--- src/byte_alu_cfg.svh ---
// Constants of the byte ALU: flag positions, reset values, register map
`ifndef BYTE_ALU_CFG_SVH
`define BYTE_ALU_CFG_SVH
`define FLAG_C 0
`define FLAG_Z 1
`define FLAG_N 2
`define FLAG_V 3
`define FLAG_S 4
`define FLAG_H 5
`define FLAGS_RST 8'h00
`define RESULT_RST 16'h0000
`define COUNT_RST 32'h0000_0000
`define BYTE_ALL_ONES 8'hFF
`define REG_FLAGS 8'h00
`define REG_RESULT 8'h04
`define REG_COUNT 8'h08
`define AXI_OKAY 2'h0
`define AXI_SLVERR 2'h2
`define WORD_IMM_W 6
`endif

--- src/byte_alu_pkg.sv ---
// Types of the byte ALU: operation select and sequencer states
package byte_alu_pkg;
    typedef enum logic [4:0] {
        OP_ADD, OP_ADD_CARRY, OP_ADD_IMM_WORD, OP_SUB, OP_SUB_IMM, OP_SUB_REGS_BORROW,
        OP_SUB_IMM_BORROW, OP_SUB_IMM_WORD, OP_AND, OP_AND_IMM, OP_OR, OP_OR_IMM,
        OP_XOR_REGS, OP_ONES_COMPLEMENT, OP_TWOS_COMPLEMENT, OP_SET_MASK_BITS,
        OP_CLEAR_MASK_BITS, OP_INCREMENT, OP_DECREMENT_REG, OP_TEST_REG, OP_ZERO_REG,
        OP_ALL_ONES_REG
    } alu_op_t;
    typedef enum logic [0:0] {ST_IDLE, ST_WORD_TAIL} seq_state_t;
endpackage

--- src/byte_alu_core.sv ---
// Combinational result and flag computation of the byte ALU
`timescale 1ns/1ps
`default_nettype none
`include "byte_alu_cfg.svh"
module byte_alu_core (
    input wire byte_alu_pkg::alu_op_t op_i,
    input wire logic [7:0] dst_i,
    input wire logic [7:0] dst_hi_i,
    input wire logic [7:0] src_i,
    input wire logic [7:0] imm_i,
    input wire logic [7:0] flags_i,
    output logic [15:0] res_o,
    output logic [7:0] flags_o,
    output logic [7:0] flag_wr_o
);
    // Half carry, overflow and carry of an 8-bit add or subtract
    function automatic logic [2:0] hvc(input logic [7:0] a, input logic [7:0] b,
                                       input logic [7:0] r, input logic sub);
        logic h;
        logic v;
        logic c;
        if (sub) begin
            h = (~a[3] & b[3]) | (b[3] & r[3]) | (r[3] & ~a[3]);
            v = (a[7] & ~b[7] & ~r[7]) | (~a[7] & b[7] & r[7]);
            c = (~a[7] & b[7]) | (b[7] & r[7]) | (r[7] & ~a[7]);
        end else begin
            h = (a[3] & b[3]) | (b[3] & ~r[3]) | (~r[3] & a[3]);
            v = (a[7] & b[7] & ~r[7]) | (~a[7] & ~b[7] & r[7]);
            c = (a[7] & b[7]) | (b[7] & ~r[7]) | (~r[7] & a[7]);
        end
        return {h, v, c};
    endfunction

    logic [7:0] a;
    logic [7:0] b;
    logic [7:0] r;
    logic [15:0] w;
    logic [15:0] kw;
    logic [2:0] f;
    logic cin;
    logic sub;
    logic chain_z;

    // One adder serves every byte op; logic ops, increment and decrement override its result
    always_comb begin
        a = dst_i;
        b = 8'h00;
        cin = 1'b0;
        sub = 1'b0;
        chain_z = 1'b0;
        flags_o = flags_i;
        flag_wr_o = 8'h00;
        kw = {10'h000, imm_i[`WORD_IMM_W-1:0]};
        w = {dst_hi_i, dst_i};
        case (op_i)
            byte_alu_pkg::OP_ADD_CARRY: begin b = src_i; cin = flags_i[`FLAG_C]; end
            byte_alu_pkg::OP_SUB: begin b = src_i; sub = 1'b1; end
            byte_alu_pkg::OP_SUB_IMM: begin b = imm_i; sub = 1'b1; end
            byte_alu_pkg::OP_SUB_REGS_BORROW: begin
                b = src_i;
                sub = 1'b1;
                cin = flags_i[`FLAG_C];
                chain_z = 1'b1;
            end
            byte_alu_pkg::OP_SUB_IMM_BORROW: begin
                b = imm_i;
                sub = 1'b1;
                cin = flags_i[`FLAG_C];
                chain_z = 1'b1;
            end
            byte_alu_pkg::OP_TWOS_COMPLEMENT: begin a = 8'h00; b = dst_i; sub = 1'b1; end
            default: b = src_i;
        endcase
        r = sub ? 8'(a - b - {7'h00, cin}) : 8'(a + b + {7'h00, cin});
        f = hvc(a, b, r, sub);
        case (op_i)
            byte_alu_pkg::OP_ADD, byte_alu_pkg::OP_ADD_CARRY, byte_alu_pkg::OP_SUB,
            byte_alu_pkg::OP_SUB_IMM, byte_alu_pkg::OP_SUB_REGS_BORROW,
            byte_alu_pkg::OP_SUB_IMM_BORROW, byte_alu_pkg::OP_TWOS_COMPLEMENT: begin
                flags_o[`FLAG_H] = f[2];
                flags_o[`FLAG_V] = f[1];
                flags_o[`FLAG_C] = f[0];
                flag_wr_o = 8'h2F;
            end
            byte_alu_pkg::OP_ADD_IMM_WORD, byte_alu_pkg::OP_SUB_IMM_WORD: begin
                flag_wr_o = 8'h1F;
            end
            byte_alu_pkg::OP_ALL_ONES_REG: flag_wr_o = 8'h00;
            default: begin
                flags_o[`FLAG_V] = 1'b0;
                flag_wr_o = 8'h0E;
            end
        endcase
        case (op_i)
            byte_alu_pkg::OP_AND: r = dst_i & src_i;
            byte_alu_pkg::OP_AND_IMM: r = dst_i & imm_i;
            byte_alu_pkg::OP_OR: r = dst_i | src_i;
            byte_alu_pkg::OP_OR_IMM, byte_alu_pkg::OP_SET_MASK_BITS: r = dst_i | imm_i;
            byte_alu_pkg::OP_XOR_REGS: r = dst_i ^ src_i;
            byte_alu_pkg::OP_CLEAR_MASK_BITS: r = dst_i & (`BYTE_ALL_ONES - imm_i);
            byte_alu_pkg::OP_TEST_REG: r = dst_i & dst_i;
            byte_alu_pkg::OP_ZERO_REG: r = dst_i ^ dst_i;
            byte_alu_pkg::OP_ALL_ONES_REG: r = `BYTE_ALL_ONES;
            byte_alu_pkg::OP_ONES_COMPLEMENT: begin
                r = `BYTE_ALL_ONES - dst_i;
                flags_o[`FLAG_C] = 1'b1;
                flag_wr_o = 8'h0F;
            end
            byte_alu_pkg::OP_INCREMENT: begin
                r = 8'(dst_i + 8'h01);
                flags_o[`FLAG_V] = (r == 8'h80);
            end
            byte_alu_pkg::OP_DECREMENT_REG: begin
                r = 8'(dst_i - 8'h01);
                flags_o[`FLAG_V] = (r == 8'h7F);
            end
            default: r = r;
        endcase
        // Borrow chains keep zero only if every earlier byte was zero too
        flags_o[`FLAG_Z] = (r == 8'h00) & (~chain_z | flags_i[`FLAG_Z]);
        flags_o[`FLAG_N] = r[7];
        res_o = {8'h00, r};
        if (op_i == byte_alu_pkg::OP_ADD_IMM_WORD || op_i == byte_alu_pkg::OP_SUB_IMM_WORD) begin
            w = (op_i == byte_alu_pkg::OP_SUB_IMM_WORD) ? 16'(w - kw) : 16'(w + kw);
            res_o = w;
            flags_o[`FLAG_Z] = (w == 16'h0000);
            flags_o[`FLAG_N] = w[15];
            if (op_i == byte_alu_pkg::OP_SUB_IMM_WORD) begin
                flags_o[`FLAG_V] = dst_hi_i[7] & ~w[15];
                flags_o[`FLAG_C] = w[15] & ~dst_hi_i[7];
            end else begin
                flags_o[`FLAG_V] = ~dst_hi_i[7] & w[15];
                flags_o[`FLAG_C] = ~w[15] & dst_hi_i[7];
            end
            flags_o[`FLAG_S] = flags_o[`FLAG_N] ^ flags_o[`FLAG_V];
        end
    end
endmodule
`default_nettype wire

--- src/byte_alu_axil.sv ---
// AXI4-Lite slave front end: one read and up to two writes in flight
`timescale 1ns/1ps
`default_nettype none
`include "byte_alu_cfg.svh"
module byte_alu_axil #(
    parameter int ADDR_W = 8
) (
    input wire logic mclk_i,
    input wire logic srst_i,
    input wire logic [ADDR_W-1:0] awaddr_i,
    input wire logic awvalid_i,
    output logic awready_o,
    input wire logic [31:0] wdata_i,
    input wire logic [3:0] wstrb_i,
    input wire logic wvalid_i,
    output logic wready_o,
    output logic [1:0] bresp_o,
    output logic bvalid_o,
    input wire logic bready_i,
    input wire logic [ADDR_W-1:0] araddr_i,
    input wire logic arvalid_i,
    output logic arready_o,
    output logic [31:0] rdata_o,
    output logic [1:0] rresp_o,
    output logic rvalid_o,
    input wire logic rready_i,
    output logic wr_en_o,
    output logic [ADDR_W-1:0] wr_addr_o,
    output logic [31:0] wr_data_o,
    output logic [3:0] wr_strb_o,
    input wire logic wr_err_i,
    output logic [ADDR_W-1:0] rd_addr_o,
    input wire logic [31:0] rd_data_i,
    input wire logic rd_err_i
);
    logic aw_r, aw_nxt, w_r, w_nxt, awrdy_r, awrdy_nxt, wrdy_r, wrdy_nxt;
    logic bv_r, bv_nxt, arrdy_r, arrdy_nxt, rv_r, rv_nxt;
    logic [1:0] bresp_r, bresp_nxt, rresp_r, rresp_nxt;
    logic [ADDR_W-1:0] addr_r, addr_nxt;
    logic [31:0] data_r, data_nxt, rdata_r, rdata_nxt;
    logic [3:0] strb_r, strb_nxt;

    assign wr_en_o = aw_r & w_r & ~bv_r;
    assign wr_addr_o = addr_r;
    assign wr_data_o = data_r;
    assign wr_strb_o = strb_r;
    assign rd_addr_o = araddr_i;

    // Address and data are latched apart, so either may come first
    always_comb begin
        aw_nxt = aw_r;
        w_nxt = w_r;
        addr_nxt = addr_r;
        data_nxt = data_r;
        strb_nxt = strb_r;
        bv_nxt = bv_r;
        bresp_nxt = bresp_r;
        rv_nxt = rv_r;
        rresp_nxt = rresp_r;
        rdata_nxt = rdata_r;
        if (bv_r && bready_i) bv_nxt = 1'b0;
        if (wr_en_o) begin
            aw_nxt = 1'b0;
            w_nxt = 1'b0;
            bv_nxt = 1'b1;
            bresp_nxt = wr_err_i ? `AXI_SLVERR : `AXI_OKAY;
        end
        if (awvalid_i && awrdy_r) begin aw_nxt = 1'b1; addr_nxt = awaddr_i; end
        if (wvalid_i && wrdy_r) begin w_nxt = 1'b1; data_nxt = wdata_i; strb_nxt = wstrb_i; end
        if (rv_r && rready_i) rv_nxt = 1'b0;
        if (arvalid_i && arrdy_r) begin
            rv_nxt = 1'b1;
            rdata_nxt = rd_data_i;
            rresp_nxt = rd_err_i ? `AXI_SLVERR : `AXI_OKAY;
        end
        awrdy_nxt = ~aw_nxt;
        wrdy_nxt = ~w_nxt;
        arrdy_nxt = ~rv_nxt;
    end

    // Handshake state registers
    always_ff @(posedge mclk_i) begin
        if (srst_i) begin
            aw_r <= 1'b0;
            w_r <= 1'b0;
            awrdy_r <= 1'b0;
            wrdy_r <= 1'b0;
            arrdy_r <= 1'b0;
            bv_r <= 1'b0;
            rv_r <= 1'b0;
            bresp_r <= `AXI_OKAY;
            rresp_r <= `AXI_OKAY;
            addr_r <= '0;
            data_r <= 32'h0000_0000;
            strb_r <= 4'h0;
            rdata_r <= 32'h0000_0000;
        end else begin
            aw_r <= aw_nxt;
            w_r <= w_nxt;
            awrdy_r <= awrdy_nxt;
            wrdy_r <= wrdy_nxt;
            arrdy_r <= arrdy_nxt;
            bv_r <= bv_nxt;
            rv_r <= rv_nxt;
            bresp_r <= bresp_nxt;
            rresp_r <= rresp_nxt;
            addr_r <= addr_nxt;
            data_r <= data_nxt;
            strb_r <= strb_nxt;
            rdata_r <= rdata_nxt;
        end
    end

    assign awready_o = awrdy_r;
    assign wready_o = wrdy_r;
    assign bvalid_o = bv_r;
    assign bresp_o = bresp_r;
    assign arready_o = arrdy_r;
    assign rvalid_o = rv_r;
    assign rresp_o = rresp_r;
    assign rdata_o = rdata_r;
endmodule
`default_nettype wire

--- src/byte_alu_arith_logic.sv ---
// Byte ALU top: operation sequencer, status flags and register access
//
// Operation
// - Add source to destination, with carry in for the carry form, flags Z C N V H, one cycle.
// - Add a small immediate to a register pair, flags Z C N V S, two cycles.
// - Subtract source or immediate from destination, flags Z C N V H, one cycle.
// - Subtract source and carry from destination, flags Z C N V H, one cycle.
// - Subtract immediate and carry from destination, flags Z C N V H, one cycle.
// - Subtract a small immediate from a register pair, flags Z C N V S, two cycles.
// - AND destination with source or immediate, flags Z N V only, one cycle.
// - OR or XOR with source, or OR with immediate, flags Z N V, one cycle.
// - Set the bits of an immediate mask in the destination, flags Z N V, one cycle.
// - Clear mask bits by ANDing with all ones minus the mask, flags Z N V, one cycle.
// - Test a register by ANDing it with itself, value kept, flags Z N V, one cycle.
//
// Chosen here: the address map and the AXI4-Lite interface to the registers.
`timescale 1ns/1ps
`default_nettype none
`include "byte_alu_cfg.svh"
module byte_alu_arith_logic #(
    parameter int ADDR_W = 8
) (
    input wire logic mclk_i,
    input wire logic srst_i,
    input wire logic op_valid_i,
    input wire byte_alu_pkg::alu_op_t op_i,
    input wire logic [7:0] dst_i,
    input wire logic [7:0] dst_hi_i,
    input wire logic [7:0] src_i,
    input wire logic [7:0] imm_i,
    output logic busy_o,
    output logic res_valid_o,
    output logic [15:0] res_o,
    output logic [7:0] flags_o,
    input wire logic [ADDR_W-1:0] s_axi_awaddr_i,
    input wire logic s_axi_awvalid_i,
    output logic s_axi_awready_o,
    input wire logic [31:0] s_axi_wdata_i,
    input wire logic [3:0] s_axi_wstrb_i,
    input wire logic s_axi_wvalid_i,
    output logic s_axi_wready_o,
    output logic [1:0] s_axi_bresp_o,
    output logic s_axi_bvalid_o,
    input wire logic s_axi_bready_i,
    input wire logic [ADDR_W-1:0] s_axi_araddr_i,
    input wire logic s_axi_arvalid_i,
    output logic s_axi_arready_o,
    output logic [31:0] s_axi_rdata_o,
    output logic [1:0] s_axi_rresp_o,
    output logic s_axi_rvalid_o,
    input wire logic s_axi_rready_i
);
    // Register map decode, shared by the read and write paths
    function automatic logic [1:0] decode(input logic [ADDR_W-1:0] addr);
        logic [1:0] sel;
        sel = 2'h3;
        if (addr == ADDR_W'(`REG_FLAGS)) sel = 2'h0;
        if (addr == ADDR_W'(`REG_RESULT)) sel = 2'h1;
        if (addr == ADDR_W'(`REG_COUNT)) sel = 2'h2;
        return sel;
    endfunction

    byte_alu_pkg::seq_state_t st_r, st_nxt;
    logic [7:0] flags_r, flags_nxt, pend_flags_r, pend_flags_nxt, pend_mask_r, pend_mask_nxt;
    logic [15:0] res_r, res_nxt, pend_res_r, pend_res_nxt;
    logic [31:0] count_r, count_nxt;
    logic busy_r, busy_nxt, res_valid_r, res_valid_nxt;
    logic [15:0] core_res;
    logic [7:0] core_flags, core_mask;
    logic accept, is_word, sw_flags_wr;
    logic wr_en;
    logic [ADDR_W-1:0] wr_addr, rd_addr;
    logic [31:0] wr_data, rd_data;
    logic [3:0] wr_strb;
    logic wr_err, rd_err;

    byte_alu_core u_core (
        .op_i(op_i),
        .dst_i(dst_i),
        .dst_hi_i(dst_hi_i),
        .src_i(src_i),
        .imm_i(imm_i),
        .flags_i(flags_r),
        .res_o(core_res),
        .flags_o(core_flags),
        .flag_wr_o(core_mask)
    );

    byte_alu_axil #(.ADDR_W(ADDR_W)) u_axil (
        .mclk_i(mclk_i),
        .srst_i(srst_i),
        .awaddr_i(s_axi_awaddr_i),
        .awvalid_i(s_axi_awvalid_i),
        .awready_o(s_axi_awready_o),
        .wdata_i(s_axi_wdata_i),
        .wstrb_i(s_axi_wstrb_i),
        .wvalid_i(s_axi_wvalid_i),
        .wready_o(s_axi_wready_o),
        .bresp_o(s_axi_bresp_o),
        .bvalid_o(s_axi_bvalid_o),
        .bready_i(s_axi_bready_i),
        .araddr_i(s_axi_araddr_i),
        .arvalid_i(s_axi_arvalid_i),
        .arready_o(s_axi_arready_o),
        .rdata_o(s_axi_rdata_o),
        .rresp_o(s_axi_rresp_o),
        .rvalid_o(s_axi_rvalid_o),
        .rready_i(s_axi_rready_i),
        .wr_en_o(wr_en),
        .wr_addr_o(wr_addr),
        .wr_data_o(wr_data),
        .wr_strb_o(wr_strb),
        .wr_err_i(wr_err),
        .rd_addr_o(rd_addr),
        .rd_data_i(rd_data),
        .rd_err_i(rd_err)
    );

    // Read mux; result and count are read-only, writes to them are dropped
    always_comb begin
        rd_data = 32'h0000_0000;
        rd_err = 1'b0;
        case (decode(rd_addr))
            2'h0: rd_data = {24'h00_0000, flags_r};
            2'h1: rd_data = {16'h0000, res_r};
            2'h2: rd_data = count_r;
            default: rd_err = 1'b1;
        endcase
    end

    assign wr_err = (decode(wr_addr) == 2'h3);
    assign sw_flags_wr = wr_en && (decode(wr_addr) == 2'h0) && wr_strb[0];
    assign accept = op_valid_i && (st_r == byte_alu_pkg::ST_IDLE);
    assign is_word = (op_i == byte_alu_pkg::OP_ADD_IMM_WORD) ||
                     (op_i == byte_alu_pkg::OP_SUB_IMM_WORD);

    // Sequencer: byte ops retire at the next edge, word ops one edge later
    always_comb begin
        st_nxt = st_r;
        flags_nxt = flags_r;
        res_nxt = res_r;
        count_nxt = count_r;
        busy_nxt = 1'b0;
        res_valid_nxt = 1'b0;
        pend_res_nxt = pend_res_r;
        pend_flags_nxt = pend_flags_r;
        pend_mask_nxt = pend_mask_r;
        // Software write first, so a retiring op wins on the bits it owns
        if (sw_flags_wr) flags_nxt = wr_data[7:0];
        case (st_r)
            byte_alu_pkg::ST_IDLE: begin
                if (accept && !is_word) begin
                    flags_nxt = (flags_nxt & ~core_mask) | (core_flags & core_mask);
                    res_nxt = core_res;
                    res_valid_nxt = 1'b1;
                    count_nxt = count_r + 32'h1;
                end else if (accept) begin
                    pend_res_nxt = core_res;
                    pend_flags_nxt = core_flags;
                    pend_mask_nxt = core_mask;
                    busy_nxt = 1'b1;
                    st_nxt = byte_alu_pkg::ST_WORD_TAIL;
                end
            end
            byte_alu_pkg::ST_WORD_TAIL: begin
                flags_nxt = (flags_nxt & ~pend_mask_r) | (pend_flags_r & pend_mask_r);
                res_nxt = pend_res_r;
                res_valid_nxt = 1'b1;
                count_nxt = count_r + 32'h1;
                st_nxt = byte_alu_pkg::ST_IDLE;
            end
            default: st_nxt = byte_alu_pkg::ST_IDLE;
        endcase
    end

    // Sequencer and flag registers
    always_ff @(posedge mclk_i) begin
        if (srst_i) begin
            st_r <= byte_alu_pkg::ST_IDLE;
            flags_r <= `FLAGS_RST;
            res_r <= `RESULT_RST;
            count_r <= `COUNT_RST;
            busy_r <= 1'b0;
            res_valid_r <= 1'b0;
            pend_res_r <= `RESULT_RST;
            pend_flags_r <= `FLAGS_RST;
            pend_mask_r <= 8'h00;
        end else begin
            st_r <= st_nxt;
            flags_r <= flags_nxt;
            res_r <= res_nxt;
            count_r <= count_nxt;
            busy_r <= busy_nxt;
            res_valid_r <= res_valid_nxt;
            pend_res_r <= pend_res_nxt;
            pend_flags_r <= pend_flags_nxt;
            pend_mask_r <= pend_mask_nxt;
        end
    end

    assign busy_o = busy_r;
    assign res_valid_o = res_valid_r;
    assign res_o = res_r;
    assign flags_o = flags_r;
endmodule
`default_nettype wire

--- config.mk ---
export PLATFORM = sky130hd
export DESIGN_NAME = byte_alu_arith_logic
export DESIGN_NICKNAME = d
export VERILOG_FILES = /design/src/byte_alu_pkg.sv /design/src/byte_alu_core.sv /design/src/byte_alu_axil.sv /design/src/byte_alu_arith_logic.sv
export VERILOG_INCLUDE_DIRS = /design/src
export SDC_FILE = /design/constraint.sdc
export NUM_CORES = 1
export LEC_CHECK = 0
export ABC_AREA = 1
export BUFFER_PORTS_ARGS = -buffer_cell sky130_fd_sc_hd__buf_2
export CAP_MARGIN = 20
export CORE_AREA = 2 2 158 160
export CTS_CLUSTER_DIAMETER = 30
export CTS_CLUSTER_SIZE = 25
export DETAILED_ROUTE_END_ITERATION = 10
export DIE_AREA = 0 0 160 162
export GPL_TIMING_DRIVEN = 0
export MAX_ROUTING_LAYER = met4
export PLACE_DENSITY_LB_ADDON = 0.05
export SLEW_MARGIN = 10
export SYNTH_ARGS = -nofsm -noshare
export SYNTH_HDL_FRONTEND = slang
export SYNTH_SLANG_ARGS = --single-unit
--- constraint.sdc ---
create_clock -name mclk_i -period 3.65 [get_ports mclk_i]
set_clock_uncertainty 0.15 [all_clocks]
set_input_delay 0.365 -clock mclk_i [delete_from_list [all_inputs] [get_ports mclk_i]]
set_output_delay 0.365 -clock mclk_i [all_outputs]
set_load 0.005 [all_outputs]
# Word-level counts from Yosys, hierarchy flattened
# Cells that the tools add are included.
# Widths: inputs -> output; s select.
[classes]
n_mul = 0
magnitude_cmp = 0
n_eq_ne = 31
n_addsub = 11
n_div = 0
n_reduce_logical = 30
muxes = 52
shifts = 0
bitwise = 65
[ops]
columns = ["op", "n"]
rows = [
  ["$pmux 32 s3", 1],
  ["$pmux 8 s12", 1],
  ["$and 8x8->8", 8],
  ["$pmux 32 s2", 1],
  ["$mux 16", 3],
  ["$eq 5x4->1 const B", 8],
  ["$add 32x1->32 const B", 1],
  ["$mux 32", 1],
  ["$mux 8", 4],
  ["$or 8x8->8", 4],
  ["$pmux 16 s2", 1],
  ["$pmux 8 s2", 2],
  ["$eq 5x5->1 const B", 6],
  ["$logic_not 8->1", 3],
  ["$and 1x1->1", 23],
  ["$mux 1", 23],
  ["$eq 5x3->1 const B", 4],
  ["$pmux 6 s3", 1],
  ["$add 16x6->16", 1],
  ["$eq 8x3->1 const B", 2],
  ["$eq 8x4->1 const B", 2],
  ["$logic_not 16->1", 1],
  ["$mux 2", 8],
  ["$not 8->8", 2],
  ["33 further kinds", 78],
]
[word_totals]
regBits = 151
input_bits = 97
latchBits = 0
romBits = 0
ramBits = 0
out_inout_bits = 67
elab_cells = 211
n_memories = 0

# Longest topological paths before layout
# Gate-level depths: netlist of run 1.
[depth]
ltp_word = 18
ltp_mapped = 25

# Cells and area by module
# Synthesis of run 1 repeated with hierarchy kept, for this count alone.
[hier_totals]
cells_unflattened = 1871
area_unflattened_um2 = 12090.3
[by_module_without_submodules]
columns = ["mod", "cells_per_inst", "seq_area_each_um2", "area_each_um2", "n_inst"]
rows = [
  ["byte_alu_arith_logic", 781, 1801.7, 4973.5, 1],
  ["byte_alu_core", 707, 0.0, 3906.2, 1],
  ["byte_alu_axil", 383, 1701.6, 3210.6, 1],
]

# Worst setup path before layout of run 1
# No wires, ideal clock.
[synth_timing]
kind = "input to register"
start = "input op_i[1]"
end = "register pend_flags_r[1]"
n_path_buf = 1
path_slack_ns = 0.273
t_arrival_ns = 3.111
cell_stages = 21
path_cell_list = "inv_2 > nor2_1 > nand3_1 > buf_2 > o221ai_1 > inv_1 > fa_1 > fa_1 > inv_1 > nand2_1 > a21oi_1 > xor2_1 > nand2_1 > a21oi_1 > nor2_1 > nand2_1 > nor2_1 > nand4_1 > nand3_1 > o211ai_1 > inv_1"
[synth_between]
elab_chain_len = 10
[synth_rtl]
columns = ["element", "line", "text"]
rows = [
  ["start: declaration", "byte_alu_arith_logic.sv:26", "input wire byte_alu_pkg::alu_op_t op_i,"],
  ["$eq 5x3->1", "byte_alu_core.sv:55", "case (op_i)"],
  ["$reduce_or 2->1 (no source line)", "--", ""],
  ["$pmux 8 s2", "byte_alu_core.sv:55", ""],
  ["$add 8x8->8 or $sub 8x8->8 (tied branches)", "byte_alu_core.sv:74", "r = sub ? 8'(a - b - {7'h00, cin}) : 8'(a + b + {7'h00, cin});"],
  ["$add 8x1->8 or $sub 8x1->8 (tied branches)", "byte_alu_core.sv:74", ""],
  ["$mux 8", "byte_alu_core.sv:74", ""],
  ["$pmux 8 s12", "byte_alu_core.sv:94", "case (op_i)"],
  ["$logic_not 8->1", "byte_alu_core.sv:120", "flags_o[`FLAG_Z] = (r == 8'h00) & (~chain_z | flags_i[`FLAG_Z]);"],
  ["$and 1x1->1", "byte_alu_core.sv:120", ""],
  ["$mux 5", "byte_alu_core.sv:123", "if (op_i == byte_alu_pkg::OP_ADD_IMM_WORD || op_i == byte_alu_pkg::OP_SUB_IMM_WORD) begin"],
  ["end signal: assignment", "byte_alu_arith_logic.sv:186", "pend_flags_r <= `FLAGS_RST;"],
  ["end signal: assignment", "byte_alu_arith_logic.sv:196", "pend_flags_r <= pend_flags_nxt;"],
  ["end: declaration", "byte_alu_arith_logic.sv:64", "logic [7:0] flags_r, flags_nxt, pend_flags_r, pend_flags_nxt, pend_mask_r, pend_mask_nxt;"],
]
# Several ways; a longest one is shown, not always the timed one.
# A chain may end at the register's enable or synchronous reset.

# Worst setup path after layout of run 1
[layout_timing]
start = "input op_i[3]"
end = "register flags_r[3], in the netlist flags_o[3]"
[layout_between]
elab_chain_len = 17
[layout_rtl]
columns = ["element", "line", "text"]
rows = [
  ["$eq 5x3->1", "byte_alu_core.sv:55, byte_alu_core.sv:76", ""],
  ["$reduce_or 2->1 (no source line)", "--", ""],
  ["$pmux 8 s2", "byte_alu_core.sv:55", ""],
  ["$add 8x8->8 or $sub 8x8->8 (tied branches)", "byte_alu_core.sv:74", ""],
  ["$add 8x1->8 or $sub 8x1->8 (tied branches)", "byte_alu_core.sv:74", ""],
  ["$mux 8", "byte_alu_core.sv:74", ""],
  ["$not 1->1", "byte_alu_core.sv:24, byte_alu_core.sv:28", ""],
  ["$and 1x1->1 (on tied branches)", "byte_alu_core.sv:28, byte_alu_core.sv:24", ""],
  ["$or 1x1->1 (on tied branches)", "byte_alu_core.sv:28, byte_alu_core.sv:24", ""],
  ["$mux 1", "byte_alu_core.sv:22", "if (sub) begin"],
  ["$pmux 1 s2", "byte_alu_core.sv:76", "case (op_i)"],
  ["$pmux 1 s2", "byte_alu_core.sv:94", ""],
  ["$mux 5", "byte_alu_core.sv:123", ""],
  ["$and 8x8->8", "byte_alu_arith_logic.sv:153", "flags_nxt = (flags_nxt & ~core_mask) | (core_flags & core_mask);"],
  ["$or 8x8->8", "byte_alu_arith_logic.sv:153", ""],
  ["$mux 8 *", "byte_alu_arith_logic.sv:152", "if (accept && !is_word) begin"],
  ["$pmux 8 s2 *", "byte_alu_arith_logic.sv:150", "case (st_r)"],
  ["end signal: assignment", "byte_alu_arith_logic.sv:180", "flags_r <= `FLAGS_RST;"],
  ["end signal: assignment", "byte_alu_arith_logic.sv:190", "flags_r <= flags_nxt;"],
  ["end: declaration", "byte_alu_arith_logic.sv:64", ""],
]
# Every way passes the cells marked *; elsewhere a longest branch is shown, timed or not. The select of a mux whose other input is x is not followed.

==> flow_metrics.env, run 1 <==
export IMPL_maxCapViolCount=0
export IMPL_place_gp_congestion=0.942
export IMPL_synth_compound_area_share_pct=19.3
export IMPL_endpoint_kind="register"
export IMPL_htree_levels=4
export IMPL_vias=10300
export IMPL_cts_buffers=17
export IMPL_drive_gt1_share_pct=14.6
export IMPL_min_path_cells=4
export IMPL_yosys_area_share_simple_pct=31.2
export IMPL_fin_nets=1776
export IMPL_synth_xor_area_share_pct=3.22
export IMPL_p_clk_share_pct=42.1
export IMPL_final_max_slew_viol_count=0
export IMPL_start_util_pct=39.5
export IMPL_powerDensity_mw_per_mm2=394
export IMPL_dr_pass1_iters=5
export IMPL_die_h_um=162
export IMPL_drtIter0Drc=817
export IMPL_cp_max_fo=7
export IMPL_avgSynthCellArea_um2=6.45
export IMPL_wl_per_cell_um=17.0
export IMPL_critPathRequiredTime_ns=3.79
export IMPL_vias_per_cell=5.24
export IMPL_clock_sinks=142
export IMPL_layout_setup_ws_ns=0.144
export IMPL_ys_seq_elements=142
export IMPL_hp_class="primary input to register"
export IMPL_slew_headroom_pct=44.1
export IMPL_status="completed"
export IMPL_synth_cells=1476
export IMPL_grt_pass1_vias=9478
export IMPL_worst_pin_slew_ns=0.832
export IMPL_setup_violations=0
export IMPL_instances_no_fill=1969
export IMPL_hold_viol_final=0
export IMPL_startpoint_type="primary input"
export IMPL_ios=164
export IMPL_grt_pass1_wl_mm=52.0
export IMPL_drc=0
export IMPL_yosysTopAreaCell="dfxtp_1"
export IMPL_grt_overflow=0
export IMPL_insertion_delay_ns=0.42
export IMPL_place_ws_ns=-0.849
export IMPL_power_net_switching_mw=1.37
export IMPL_synth_mux_area_share_pct=0.105
export IMPL_portBuffers=133
export IMPL_period_minus_slack_ns=3.51
export IMPL_arrival_ns=3.64
export IMPL_synth_seq_area_share_pct=29.8
export IMPL_cts_clk_slew_worst_paths_ns=0.06
export IMPL_synth_top_cell_area_share_pct=29.8
export IMPL_power_mw=4.52
export IMPL_max_freq_mhz=285
export IMPL_ff2ff_setup_slack_ns=0.46
export IMPL_die_w_um=160
export IMPL_std_cell_rows=57
export IMPL_ys_top_cells_by_count="342 x nand2_1, 181 x inv_1, 154 x nor2_1"
export IMPL_root_buffer="clkbuf_16"
export IMPL_ys_warn_count=0
export IMPL_yosysMostFrequentCell="nand2_1"
export IMPL_grt_max_degree=17
export IMPL_async_flop_share_pct=0
export IMPL_vdd_drop_max_mv=0.270
export IMPL_antenna_found_initial=0
export IMPL_sw_frac_of_total_pct=30.3
export IMPL_die_area_mm2=0.0259
export IMPL_area_growth_pct=20.6
export IMPL_seq_power_share_pct=36.5
export IMPL_period_share_pct=96.1
export IMPL_ys_types=57
export IMPL_holdBufCountCts=0
export IMPL_core_area_mm2=0.0241
export IMPL_p_leak_nw=5.20
export IMPL_clockBufferDepth=2
export IMPL_synth_adder_area_share_pct=6.57
export IMPL_cts_tree="done"
export IMPL_placedCellCount=1934
export IMPL_reg2reg_depth=16
export IMPL_internal_power_mw=3.15
export IMPL_drtAntennaViolNets=0
export IMPL_holdWs_ns=0.0355
export IMPL_dp_hpwl_mm=26.3
export IMPL_ys_flop_type="dfxtp_1"
export IMPL_synth_area_mm2=0.00953
export IMPL_path_class="primary input to register"
export IMPL_finalWirelength_mm=33.5
export IMPL_track_usage_pct=26.2
export IMPL_combinationalPowerShare_pct=21.5
export IMPL_synth_edf_count=0
export IMPL_synth_area_leaders="dfxtp_1 30%, nand2_1 13%, a21oi_1 7.5%"
export IMPL_synth_top_family_by_area="simple AND/OR/NAND/NOR gates"
[stage by stage]
step | TNS [ns] | utilization [%] | area (um2)
after floorplan | 0 | - | 9530
after global placement | -9.26 | 44.0 | 10600
after detailed placement | -9.21 | 44.0 | 10600
after CTS | 0 | 46.9 | 11300
after global routing | -0.189 | 47.6 | 11500
final | 0 | 47.6 | 11500
[power groups by stage]
stage	Sequential (mW)	Clock, mW	Combinational [mW]
CTS	1.65	1.93	0.925
global placement	1.68	0	0.906
global route	1.65	2.00	1.09
floorplan	1.67	0	0.600
detailed placement	1.68	0	0.909
finish	1.65	1.90	0.971
[path summary, 6_finish.rpt]
kind                                                       start                                to
worst min-delay path                              s_axi_bready_i      u_axil.bvalid_o$_SDFFE_PP0P_
worst max-delay path                                     op_i[3]             flags_o[3]$_SDFF_PP0_
worst min register to register  u_axil.wr_data_o[4]$_SDFFE_PP0P_  u_axil.wr_data_o[4]$_SDFFE_PP0P_
worst max register to register             flags_o[0]$_SDFF_PP0_      pend_flags_r[1]$_SDFFE_PP0P_
[routing by layer]
metal | vias up | part of all wire (%) | track usage (%)
met5 | - | 0 | -
met4 | 0 | 1.5 | 5.94
met3 | 35 | 6.0 | 3.37
met2 | 336 | 42 | 38.6
met1 | 4745 | 50 | 38.3
li1 | 5200 | - | -
[worst max-delay path: stages]
cell and delay, ns:
buf_2 0.13, inv_1 0.07, nand2_1 0.10, nor2_2 0.19
nand2_4 0.09, buf_12 0.15, o221ai_2 0.27, ha_2 0.40
ha_1 0.40, inv_1 0.10, nor3_2 0.23, nand2_1 0.15
nand2_1 0.11, nand2_1 0.05, nand3_1 0.14, nand3b_1 0.09
nand2_1 0.09, nand4_1 0.17, nand2_1 0.15, nand2_1 0.07
nand2_1 0.07, a21oi_1 0.05
[final cells by class]
type | count | area [um2]
fillers | 2634 | 12600
multi-input cells | 1096 | 5940
flip-flops and latches | 142 | 2840
inverters | 194 | 741
repair buffers | 137 | 708
clock buffers | 18 | 429
well taps | 324 | 405
clock inverters | 13 | 213
plain buffers | 44 | 200
diodes | 1 | 2.50
[cell usage in the layout, fill, tap and decap left out, drive strengths merged, types with 5 or more instances in the layout]
cell,count
ha,42
o211ai,24
o22ai,11
fa,5
bufinv,5
o21ai,119
xnor2,9
nor3,41
dfxtp,142
nand4,20
xor2,26
a21oi,142
clkinv,6
inv,191
buf,150
o221ai,14
clkbuf,49
clkinvlp,5
nor2,161
nor4,5
nand3,93
nand2,348
[logic make-up (layout without fill, tap and decap cells)]
logic type / Yosys count / after routing
AO/OA/AOI/OAI: 331 / 331
other: 1 / 3
XOR/XNOR: 35 / 35
AND/OR/NAND/NOR: 680 / 680
flip-flops: 142 / 142
multiplexers: 1 / 1
buffers and inverters: 239 / 406
adder cells (fa/ha/maj): 47 / 47
[state kept, by name (all words and copies together) (netlist names), 6 cells and up]
name and cells:
pend_res_r 16, u_axil.rdata_o 32, u_axil.wr_addr_o 8, flags_o 8, count_r 32, u_axil.wr_data_o 8, pend_flags_r 6, res_o 16
[repair_timing]
action	in CTS	in global routing
gates resized for setup	14	30
setup endpoints to repair	10	13
buffers inserted	0	4
pin swaps	0	5
(Power assumes the default switching activity.)
==> run 2, diff against run 1 <==
--- a/config.mk
+++ b/config.mk
@@ -9,12 +9,12 @@
 export ABC_AREA = 1
 export BUFFER_PORTS_ARGS = -buffer_cell sky130_fd_sc_hd__buf_2
 export CAP_MARGIN = 20
-export CORE_AREA = 2 2 158 160
+export CORE_AREA = 2 2 134 136
 export CTS_CLUSTER_DIAMETER = 30
 export CTS_CLUSTER_SIZE = 25
 export DETAILED_ROUTE_END_ITERATION = 10
-export DIE_AREA = 0 0 160 162
-export GPL_TIMING_DRIVEN = 0
+export DIE_AREA = 0 0 136 138
+export HOLD_SLACK_MARGIN = 0.1
 export MAX_ROUTING_LAYER = met4
 export PLACE_DENSITY_LB_ADDON = 0.05
 export SLEW_MARGIN = 10
==> run 2 against run 1 <==
  * Global-route usage rose by 6.6 points
  * Total power is 3.6% lower
  * Cell area up 2.3%
  * Utilization rose by 19 points
  * Non-clock buffer count is 59 higher
==> flow_metrics.env, run 2 (synthesized netlist as in run 1, its figures left out) <==
export IMPL_cts_tree="done"
export IMPL_crit_top_cell="nand2_1"
export IMPL_power_mw=4.36
export IMPL_ios=164
export IMPL_rr_startpoint="flags_o[0]$_SDFF_PP0_"
export IMPL_diodes=0
export IMPL_start_util_pct=54.3
export IMPL_portBuffers=134
export IMPL_grt_max_degree=58
export IMPL_htree_levels=4
export IMPL_period_minus_slack_ns=3.29
export IMPL_arrival_ns=3.49
export IMPL_grt_overflow=0
export IMPL_max_freq_mhz=304
export IMPL_final_max_slew_viol_count=0
export IMPL_cts_clk_slew_worst_paths_ns=0.07
export IMPL_final_util_pct=67.0
export IMPL_insertion_delay_ns=0.41
export IMPL_worst_pin_slew_ns=0.883
export IMPL_finalSetupTns_ns=0
export IMPL_clockBufferDepth=2
export IMPL_drtAntennaViolNets=0
export IMPL_slew_headroom_pct=40.7
export IMPL_drc=0
export IMPL_finalWirelength_mm=29.9
export IMPL_clock_sinks=142
export IMPL_cpPeakStageDelay_ns=0.34
export IMPL_setup_violations=0
export IMPL_vdd_drop_max_mv=0.342
export IMPL_place_ws_ns=-0.151
export IMPL_powerDensity_mw_per_mm2=371
export IMPL_r2r_end="pend_flags_r[1]$_SDFFE_PP0P_"
export IMPL_std_cell_rows=49
export IMPL_reg2reg_depth=16
export IMPL_die_w_um=136
export IMPL_layout_setup_ws_ns=0.356
export IMPL_cp_max_fo=4
export IMPL_min_path_cells=3
export IMPL_track_usage_pct=32.8
export IMPL_post_cts_buffers=0
export IMPL_period_share_pct=90.2
export IMPL_p_leak_nw=5.56
export IMPL_startpoint_type="primary input"
export IMPL_dr_pass1_iters=5
export IMPL_vias_per_cell=5.44
export IMPL_hold_viol_final=0
export IMPL_antenna_found_initial=0
export IMPL_area_growth_pct=23.3
export IMPL_status="completed"
export IMPL_critPathRequiredTime_ns=3.84
export IMPL_vias=10500
export IMPL_core_area_mm2=0.0175
export IMPL_final_cell_mix="341 x nand2_1, 179 x inv_1, 152 x nor2_1"
export IMPL_wl_per_cell_um=15.4
export IMPL_fin_nets=1835
export IMPL_maxCapViolCount=0
export IMPL_drtIter0Drc=753
export IMPL_root_buffer="clkbuf_16"
export IMPL_hp_class="primary input to register"
export IMPL_slowest_stage="ha_1"
export IMPL_path_class="primary input to register"
export IMPL_grt_pass1_wl_mm=48.1
export IMPL_endpoint_kind="register"
export IMPL_ff2ff_setup_slack_ns=0.69
export IMPL_rsz0062_at_grt="no"
export IMPL_grt_pass1_vias=9827
export IMPL_critPathLaunch="op_i[3]"
export IMPL_place_gp_congestion=1.03
export IMPL_endpoint="flags_o[1]$_SDFF_PP0_"
export IMPL_holdWs_ns=0.0987
export IMPL_dp_hpwl_mm=23.6
export IMPL_die_area_mm2=0.0188
export IMPL_cts_buffers=17
export IMPL_hold_start="s_axi_awaddr_i[2]"
export IMPL_drive_gt1_share_pct=17.4
export IMPL_final_common_cell="nand2_1"
export IMPL_die_h_um=138
run 2: how the worst min path moves through the flow:
| stage | to | slack (ns) |
|---|---|---|
| floorplan | u_axil.wr_data_o[0]$_SDFFE_PP0P_ | 0.27 |
| global placement | u_axil.wr_data_o[0]$_SDFFE_PP0P_ | 0.29 |
| detailed placement | u_axil.wr_data_o[0]$_SDFFE_PP0P_ | 0.30 |
| CTS | u_axil.wr_addr_o[2]$_SDFFE_PP0P_ | 0.10 |
| global route | u_axil.wr_addr_o[2]$_SDFFE_PP0P_ | 0.13 |
| finish | u_axil.wr_addr_o[2]$_SDFFE_PP0P_ | 0.1 |
run 2: where the power goes:
| part | internal [mW] | switching, mW | leakage (nW) |
|---|---|---|---|
| clock network | 0.965 | 0.719 | 0.279 |
| logic | 0.414 | 0.614 | 4.13 |
| registers | 1.61 | 0.0385 | 1.15 |
| total | 2.99 | 1.37 | 5.56 |
run 2: worst max-delay path, delay by kind of cell:
family	cells	cell delay, ns
AND/OR/NAND/NOR	15	1.44
buffers and inverters	5	0.45
adder cells (fa/ha/maj)	2	0.68
AO/OA/AOI/OAI	4	0.56
run 2: timing repair:
item / CTS / global route
gates resized for setup: 0 / 9
hold endpoints to repair: 17 / 0
setup endpoints to repair: 0 / 9
hold buffers: 17 / 0
run 2: through the flow:
step	cells	instance area, um2
6_report	1933	11800
3_3_place_gp	1884	11000
5_1_grt	1933	11800
2_1_floorplan	1477	9530
4_1_cts	1933	11700
3_5_place_dp	1884	11000
run 2: final cells by class:
class,count,area (um2)
Sequential cell,142,2840
Clock buffer,18,429
Tap cell,229,287
Fill cell,1652,5780
Inverter,194,731
Timing Repair Buffer,240,1510
Multi-Input combinational cell,1096,5800
Clock inverter,14,150
run 2: routing by layer:
| layer | routed length [um] | global-route usage [%] | vias up | share of wire, % |
|---|---|---|---|---|
| met5 | 0 | - | - | 0 |
| met3 | 2330 | 6.78 | 68 | 7.8 |
| met2 | 13300 | 50.2 | 401 | 45 |
| li1 | - | - | 5312 | - |
| met1 | 13100 | 42.0 | 4739 | 44 |
| met4 | 1130 | 13.8 | 0 | 3.8 |
